## src/hdl/drive_consts.svh

```systemverilog
// timing counts, limits and function codes for the input-terminal brake and profile block
`ifndef DRIVE_CONSTS_SVH
`define DRIVE_CONSTS_SVH

`define CLK_MHZ           200
`define CLK_PERIOD_NS     5
`define DELAY_UNIT_MS     100
`define DELAY_UNIT_CYCLES (`DELAY_UNIT_MS * 1000 * `CLK_MHZ)
`define RAMP_TICK_NS      1000
`define RAMP_TICK_CYCLES  (`RAMP_TICK_NS / `CLK_PERIOD_NS)
`define DELAY_MAX         6'h32
`define FORCE_MAX         7'h64
`define FN_BRAKE          8'h07
`define FN_MOTOR_SET      8'h08
`define FN_RAMP_SELECT    8'h09
`define METHOD_TERMINAL   2'h0
`define TERMINAL_COUNT    5

`endif

```

## src/hdl/drive_pkg.sv

```systemverilog
// types shared by the input-terminal brake and profile block
package drive_pkg;
    typedef enum logic [3:0] {
        st_run   = 4'h1,
        st_coast = 4'h2,
        st_brake = 4'h4,
        st_halt  = 4'h8
    } drive_state_e;

    typedef logic [15:0] freq_t;
endpackage

```

## src/hdl/term_func_if.sv

```systemverilog
// decoded terminal functions passed from the terminal decoder to the drive logic
`timescale 1ns/1ps
interface term_func_if;
    logic brake_req;
    logic motor_set_req;
    logic ramp_sel_req;

    modport src (output brake_req, output motor_set_req, output ramp_sel_req);
    modport dst (input brake_req, input motor_set_req, input ramp_sel_req);
endinterface

```

## src/hdl/term_func_decode.sv

```systemverilog
// samples the five configurable terminals and maps them to functions by their codes
`timescale 1ns/1ps
`include "drive_consts.svh"
module term_func_decode (
    input  wire logic       ref_clk_in,
    input  wire logic       rst_n_in,
    input  wire logic [4:0] terminals_in,
    input  wire logic [7:0] fn_sel_in [`TERMINAL_COUNT],
    term_func_if.src        fn
);
    logic [4:0] term_r;
    logic [4:0] term_nxt;
    logic [4:0] hit_brake;
    logic [4:0] hit_set;
    logic [4:0] hit_ramp;

    always_comb begin
        term_nxt = terminals_in;
    end

    always_ff @(posedge ref_clk_in or negedge rst_n_in) begin
        if (!rst_n_in) begin
            term_r <= 5'h00;
        end else begin
            term_r <= term_nxt;
        end
    end

    // a code may sit on several terminals; any active one asserts the function
    for (genvar i = 0; i < `TERMINAL_COUNT; i++) begin : g_term
        assign hit_brake[i] = term_r[i] && (fn_sel_in[i] == `FN_BRAKE);
        assign hit_set[i]   = term_r[i] && (fn_sel_in[i] == `FN_MOTOR_SET);
        assign hit_ramp[i]  = term_r[i] && (fn_sel_in[i] == `FN_RAMP_SELECT);

    end

    assign fn.brake_req     = |hit_brake;
    assign fn.motor_set_req = |hit_set;
    assign fn.ramp_sel_req  = |hit_ramp;
endmodule

```

## src/hdl/drive_input_brake.sv

```systemverilog
// dc injection braking, motor set select and ramp select driven by the input terminals
`timescale 1ns/1ps
`include "drive_consts.svh"
// Summary of operation
// - a terminal coded 07 requests external dc injection braking
// - braking delay setting spans 0.0 to 5.0 seconds in tenths
// - braking force setting spans 0 to 100 percent
// - terminal run: brake applies, on release output ramps back to previous frequency
// - keypad run: after brake release the output stays off
// - delayed case, keypad run only: coast with output off until delay expires, then brake
// - brake input asserted brakes during deceleration; deasserted it does not
// - each function may sit on any of the five configurable terminals
// - code 08 asserted selects second motor set, deasserted the first
// - motor set changes while running are held until the drive stops
// - code 09 asserted selects second accel and decel times, else first
// - ramp select mid-ramp switches rate immediately for the rest of it
// - ramp select counts only when the second-stage method is 00
module drive_input_brake #(
    parameter int unsigned DELAY_UNIT_CYCLES = `DELAY_UNIT_CYCLES
) (
    input  wire logic        ref_clk_in,
    input  wire logic        rst_n_in,
    input  wire logic [4:0]  terminals_in,
    input  wire logic [7:0]  input_one_function_select_in,
    input  wire logic [7:0]  input_two_function_select_in,
    input  wire logic [7:0]  input_three_function_select_in,
    input  wire logic [7:0]  input_four_function_select_in,
    input  wire logic [7:0]  input_five_function_select_in,
    input  wire logic        forward_run_input_in,
    input  wire logic        reverse_run_input_in,
    input  wire logic        run_from_keypad_in,
    input  wire logic        keypad_run_in,
    input  wire logic [15:0] target_freq_in,
    input  wire logic [5:0]  braking_delay_setting_in,
    input  wire logic [6:0]  braking_force_setting_in,
    input  wire logic [15:0] accel_time_first_in,
    input  wire logic [15:0] decel_time_first_in,
    input  wire logic [15:0] accel_time_second_in,
    input  wire logic [15:0] decel_time_second_in,
    input  wire logic [1:0]  second_stage_method_select_in,
    output logic      [15:0] output_freq_out,
    output logic             output_enable_out,
    output logic             dc_brake_active_out,
    output logic      [6:0]  dc_brake_force_out,
    output logic             motor_set_second_out,
    output logic             ramp_second_active_out
);
    localparam logic [7:0] RAMP_LAST = 8'(`RAMP_TICK_CYCLES - 1);
    localparam logic [31:0] UNIT_LAST = 32'(DELAY_UNIT_CYCLES - 1);

    term_func_if fn_if ();
    logic [7:0] fn_sel [`TERMINAL_COUNT];

    assign fn_sel[0] = input_one_function_select_in;
    assign fn_sel[1] = input_two_function_select_in;
    assign fn_sel[2] = input_three_function_select_in;
    assign fn_sel[3] = input_four_function_select_in;
    assign fn_sel[4] = input_five_function_select_in;

    term_func_decode u_decode (
        .ref_clk_in   (ref_clk_in),
        .rst_n_in     (rst_n_in),
        .terminals_in (terminals_in),
        .fn_sel_in    (fn_sel),
        .fn           (fn_if.src)
    );

    drive_pkg::drive_state_e st_r;
    drive_pkg::drive_state_e st_nxt;
    drive_pkg::freq_t        freq_r;
    drive_pkg::freq_t        freq_nxt;
    drive_pkg::freq_t        saved_r;
    drive_pkg::freq_t        saved_nxt;
    logic [15:0]             pace_r;
    logic [15:0]             pace_nxt;
    logic                    resume_r;
    logic                    resume_nxt;
    logic [5:0]              units_r;
    logic [5:0]              units_nxt;
    logic [7:0]              ramp_div_r;
    logic [7:0]              ramp_div_nxt;
    logic [31:0]             unit_div_r;
    logic [31:0]             unit_div_nxt;
    logic [6:0]              force_r;
    logic [6:0]              force_nxt;
    logic                    mset_r;
    logic                    mset_nxt;

    logic              run_cmd;
    logic              ramp_tick;
    logic              unit_tick;
    logic              ramp_second;
    logic              stopped;
    logic [5:0]        delay_eff;
    logic [6:0]        force_eff;
    drive_pkg::freq_t  goal;
    logic [15:0]       rate;

    assign run_cmd     = run_from_keypad_in ? keypad_run_in : (forward_run_input_in || reverse_run_input_in);
    // out-of-range settings are clamped rather than rejected so a bad word cannot overdrive the stage
    assign delay_eff   = (braking_delay_setting_in > `DELAY_MAX) ? `DELAY_MAX : braking_delay_setting_in;
    assign force_eff   = (braking_force_setting_in > `FORCE_MAX) ? `FORCE_MAX : braking_force_setting_in;
    assign ramp_second = fn_if.ramp_sel_req && (second_stage_method_select_in == `METHOD_TERMINAL);
    assign goal        = resume_r ? saved_r : (run_cmd ? target_freq_in : 16'h0000);
    // rate is chosen every step, so a mid-ramp change of the select applies at once
    always_comb begin
        if (goal > freq_r) begin
            rate = ramp_second ? accel_time_second_in : accel_time_first_in;
        end else begin
            rate = ramp_second ? decel_time_second_in : decel_time_first_in;
        end
    end
    assign stopped   = ((st_r == drive_pkg::st_run) && (freq_r == 16'h0000) && !run_cmd) || (st_r == drive_pkg::st_halt);
    assign ramp_tick = (ramp_div_r == RAMP_LAST);
    assign unit_tick = (unit_div_r == UNIT_LAST);

    always_comb begin
        ramp_div_nxt = ramp_tick ? 8'h00 : ramp_div_r + 8'h01;
        unit_div_nxt = (st_r != drive_pkg::st_coast || unit_tick) ? 32'h0000_0000 : unit_div_r + 32'h0000_0001;
    end

    always_ff @(posedge ref_clk_in or negedge rst_n_in) begin
        if (!rst_n_in) begin
            ramp_div_r <= 8'h00;
            unit_div_r <= 32'h0000_0000;
        end else begin
            ramp_div_r <= ramp_div_nxt;
            unit_div_r <= unit_div_nxt;
        end
    end

    always_comb begin
        st_nxt     = st_r;
        freq_nxt   = freq_r;
        saved_nxt  = saved_r;
        pace_nxt   = pace_r;
        resume_nxt = resume_r && run_cmd;
        units_nxt  = units_r;
        case (st_r)
            drive_pkg::st_run: begin
                if (fn_if.brake_req) begin
                    saved_nxt = resume_r ? saved_r : freq_r;
                    freq_nxt  = 16'h0000;
                    pace_nxt  = 16'h0000;
                    units_nxt = 6'h00;
                    st_nxt    = (run_from_keypad_in && delay_eff != 6'h00) ? drive_pkg::st_coast : drive_pkg::st_brake;
                end else if (ramp_tick && freq_r != goal) begin
                    if (pace_r >= rate) begin
                        pace_nxt = 16'h0000;
                        freq_nxt = (goal > freq_r) ? freq_r + 16'h0001 : freq_r - 16'h0001;
                    end else begin
                        pace_nxt = pace_r + 16'h0001;
                    end
                end else if (freq_r == goal) begin
                    resume_nxt = 1'b0;
                end
            end
            drive_pkg::st_coast: begin
                if (!fn_if.brake_req) begin
                    st_nxt = drive_pkg::st_halt;
                end else if (unit_tick) begin
                    units_nxt = units_r + 6'h01;
                    if (units_r + 6'h01 >= delay_eff) begin
                        st_nxt = drive_pkg::st_brake;
                    end
                end
            end
            drive_pkg::st_brake: begin
                if (!fn_if.brake_req) begin
                    if (run_from_keypad_in) begin
                        st_nxt = drive_pkg::st_halt;
                    end else begin
                        st_nxt     = drive_pkg::st_run;
                        resume_nxt = run_cmd;
                    end
                end
            end
            drive_pkg::st_halt: begin
                // keypad run must be withdrawn before a new start is accepted
                if (!fn_if.brake_req && !run_cmd) begin
                    st_nxt = drive_pkg::st_run;
                end
            end
            default: begin
                st_nxt = drive_pkg::st_run;
            end
        endcase
        force_nxt = (st_nxt == drive_pkg::st_brake) ? force_eff : 7'h00;
        mset_nxt  = stopped ? fn_if.motor_set_req : mset_r;
    end

    always_ff @(posedge ref_clk_in or negedge rst_n_in) begin
        if (!rst_n_in) begin
            st_r     <= drive_pkg::st_run;
            freq_r   <= 16'h0000;
            saved_r  <= 16'h0000;
            pace_r   <= 16'h0000;
            resume_r <= 1'b0;
            units_r  <= 6'h00;
            force_r  <= 7'h00;
            mset_r   <= 1'b0;
        end else begin
            st_r     <= st_nxt;
            freq_r   <= freq_nxt;
            saved_r  <= saved_nxt;
            pace_r   <= pace_nxt;
            resume_r <= resume_nxt;
            units_r  <= units_nxt;
            force_r  <= force_nxt;
            mset_r   <= mset_nxt;
        end
    end

    assign output_freq_out        = freq_r;
    assign output_enable_out      = (st_r == drive_pkg::st_run) && (run_cmd || freq_r != 16'h0000);
    assign dc_brake_active_out    = (st_r == drive_pkg::st_brake);
    assign dc_brake_force_out     = force_r;
    assign motor_set_second_out   = mset_r;
    assign ramp_second_active_out = ramp_second;
endmodule

```

## config.mk

```make
export PLATFORM = sky130hd
export DESIGN_NAME = drive_input_brake
export DESIGN_NICKNAME = d
export VERILOG_FILES = /design/src/hdl/drive_pkg.sv /design/src/hdl/term_func_if.sv /design/src/hdl/term_func_decode.sv /design/src/hdl/drive_input_brake.sv
export VERILOG_INCLUDE_DIRS = /design/src /design/src/hdl
export SDC_FILE = /design/constraint.sdc
export NUM_CORES = 1
export LEC_CHECK = 0
export ABC_AREA = 1
export BUFFER_PORTS_ARGS = -buffer_cell sky130_fd_sc_hd__buf_2
export CAP_MARGIN = 10
export CORE_MARGIN = 3
export CORE_UTILIZATION = 51
export DETAILED_ROUTE_END_ITERATION = 8
export PLACE_DENSITY_LB_ADDON = 0.1
export SKIP_LAST_GASP = 1
export SLEW_MARGIN = 5
export SYNTH_ARGS = -nofsm -noshare
export SYNTH_HDL_FRONTEND = slang
export SYNTH_HIERARCHICAL = 1
export SYNTH_SLANG_ARGS = --single-unit
export TNS_END_PERCENT = 10
```

## constraint.sdc

```tcl
create_clock -name ref_clk_in -period 3.91 [get_ports ref_clk_in]
set_input_delay 0.391 -clock ref_clk_in [delete_from_list [all_inputs] [get_ports ref_clk_in]]
set_output_delay 0.391 -clock ref_clk_in [all_outputs]
set_load 0.01 [all_outputs]
```

==> flow_metrics.env <==
export IMPL_cp_common_cell="nand2_1"
export IMPL_gp_congestion=0.883
export IMPL_synth_avg_cell_area_um2=7.04
export IMPL_rows=45
export IMPL_firstDrtPassIters=5
export IMPL_vdd_drop_max_uv=244
export IMPL_crit_family="simple AND/OR/NAND/NOR gates"
export IMPL_ys_seq_area_frac=0.339
export IMPL_synth_top_area_cell="dfrtp_1"
export IMPL_netlist_instances=1176
export IMPL_max_freq_mhz=279
export IMPL_multi_input_area_um2=4860
export IMPL_numCtsBuffers=9
export IMPL_drv_slew=0
export IMPL_crit_arrival_ns=3.87
export IMPL_synth_area_um2=8280
export IMPL_wl_um=21400
export IMPL_dpl_worst_slack_ns=-0.0800
export IMPL_start_kind="flop"
export IMPL_vias=8258
export IMPL_drv_cap=0
export IMPL_die_h_um=133
export IMPL_crit_path_top_delay_cell="dfrtp_1"
export IMPL_fp_dieW_um=133
export IMPL_ff2ff_path_depth=25
export IMPL_yosys_warnings=6
export IMPL_crit_required_ns=4.20
export IMPL_synthArstFlopShare=1.00
export IMPL_p_leak_uw=0.00504
export IMPL_synth_edf_count=0
export IMPL_cts_hold_buf=0
export IMPL_synth_cell_types=57
export IMPL_synthFlopType="dfrtp_1"
export IMPL_path_depth=25
export IMPL_synth_most_common_cell="nand2_1"
export IMPL_worstPathMaxFanout=23
export IMPL_slew_headroom=0.392
export IMPL_cts_sinks=112
export IMPL_drc=0
export IMPL_skew_ns=0.00880
export IMPL_clock_root_buffer="clkbuf_16"
export IMPL_routedWlPerCell_um=13.6
export IMPL_crit_buf_inv=5
export IMPL_grt_pass1_vias=7657
export IMPL_port_buffer_count=172
export IMPL_htreeDepth=3
export IMPL_rsz0062_at_grt="true"
export IMPL_setup_viol=0
export IMPL_cts_path_max_buffers=2
export IMPL_synth_nets=1379
export IMPL_fillers=1438
export IMPL_setup_slack_ns=0.323
export IMPL_critPathCaptureType="flop"
export IMPL_slowest_delay_ns=0.39
export IMPL_yosys_top_cells_area="dfrtp_1 (34%), nand2_1 (13%), ha_1 (8.5%)"
export IMPL_core_um2=15500
export IMPL_final_hold_viol_count=0
export IMPL_total_power_uw=2770
export IMPL_ys_ff_latch=112
export IMPL_ant_nets=0
export IMPL_cts_tree="built"
export IMPL_p_per_area_nw_per_um2=280
export IMPL_io_pins=173
export IMPL_fin_crit_ns=3.59
export IMPL_regArea_um2=2800
export IMPL_hpwlAfterDp_um=16600
export IMPL_grt_max_degree=56
export IMPL_status="finished, final reports clean"
export IMPL_antennaDiodeCount=0
export IMPL_vias_per_cell=5.23
export IMPL_grt_ovfl_total=0
export IMPL_hold_path_class="in -> async"
export IMPL_whs_ns=0.0639
export IMPL_yosys_top_cells_count="nand2_1 (295), nor2_1 (155), inv_1 (129), dfrtp_1 (111), o21ai_0 (77)"
export IMPL_path_class="reg -> reg"
export IMPL_clkTransAtPathRegs_ns=0.08
export IMPL_nets=1566
export IMPL_die_area_um2=17800
export IMPL_grt_total_usage=0.240
export IMPL_drive_gt1_frac=0.200
export IMPL_antenna_found_initial=0
export IMPL_post_route_period_util=0.917
export IMPL_worstMarginPinSlew_ns=0.909
export IMPL_clk_latency_ns=0.36
export IMPL_drtIter0Drc=510
export IMPL_syn_to_final_growth_pct=19.5
export IMPL_start_util=0.533
export IMPL_grt_pass1_wl_um=35600
export IMPL_synth_top_area_share=0.335
power breakdown:
| part | switching, uW | leakage [uW] | internal, uW |
|---|---|---|---|
| sequential | 52.6 | 0.00144 | 1230 |
| combinational | 304 | 0.00345 | 228 |
| clock | 450 | 0.000152 | 506 |
| total | 806 | 0.00504 | 1960 |
sequential cells by signal, indices dropped and copies added (netlist names):
signal and flops:
unit_div_r 32, output_freq_out 16, pace_r 16, saved_r 16, ramp_div_r 8, dc_brake_force_out 7, units_r 6, u_decode/term_r 5
st_r 4, motor_set_second_out 1, resume_r 1
worst register-to-register path, delay by kind of cell, from the launching register on:
kind / cells / cell delay (ns)
adder cells (fa/ha/maj): 2 / 0.59
flip-flops: 1 / 0.39
AND/OR/NAND/NOR: 15 / 1.50
AO/OA/AOI/OAI: 3 / 0.34
buffers and inverters: 5 / 0.68
final timing paths:
check,start,to,slack (ns)
setup / recovery,resume_r,output_freq_out[8],0.32
hold / removal,rst_n_in,unit_div_r[1],0.06
setup reg to reg,resume_r,output_freq_out[8],0.32
hold reg to reg,unit_div_r[0],unit_div_r[0],0.48
max in group asynchronous,rst_n_in,st_r[0],2.90
min in group ref_clk_in,terminals_in[0],u_decode/term_r[0],0.14
what timing repair did:
item                                    4_1_cts  5_1_grt
buffers inserted                              0        2
resized for setup                             0        9
endpoints found under the setup margin        0       32
logic make-up (layout without fill, tap and decap cells):
kind of cell | count (synthesis) | after routing | synth area share
simple gates | 642 | 642 | 0.351
compound gates | 179 | 179 | 0.120
buf+inv | 162 | 354 | 0.0787
flops | 112 | 112 | 0.339
fa+ha+maj | 57 | 57 | 0.0870
xor+xnor | 24 | 24 | 0.0254
layout by cell type, fill, tap and decap left out, drive strengths merged, types with 2 or more instances in the layout:
cell type,n
a21boi,2
a21o,3
a21oi,59
a31oi,2
and2,4
and3,2
buf,203
clkbuf,10
clkinv,3
dfrtp,111
ha,56
inv,136
nand2,301
nand3,75
nand3b,8
nand4,27
nor2,169
nor3,35
nor3b,4
nor4,13
o211ai,11
o21a,3
o21ai,87
o21bai,3
o31ai,4
or2,4
xnor2,5
xor2,19
stage by stage:
stage / cells / util / setup TNS [ns] / area [um2]
5_1_grt: 1579 / 0.637 / -0.115 / 9900
3_3_place_gp: 1560 / 0.613 / 0 / 9520
6_report: 1579 / 0.637 / 0 / 9900
4_1_cts: 1576 / 0.632 / 0 / 9820
2_1_floorplan: 1176 / - / 0 / 8290
3_5_place_dp: 1560 / 0.613 / -0.805 / 9520
per-layer routing:
layer | routed length (um) | track usage | share of wire
met1 | 9750 | 0.332 | 0.45
met2 | 10300 | 0.403 | 0.48
met3 | 1200 | 0.0287 | 0.056
met4 | 233 | 0.0589 | 0.011
met5 | 0 | 0 | 0
area by class of cell:
cell class / instances / area share
clock inverters: 7 / 0.00784
inverters: 134 / 0.0514
flip-flops and latches: 112 / 0.283
well taps: 211 / 0.0267
repair buffers: 204 / 0.117
clock buffers: 9 / 0.0228
multi-input cells: 902 / 0.491
No activity file was read; power rests on OpenSTA's default activity.
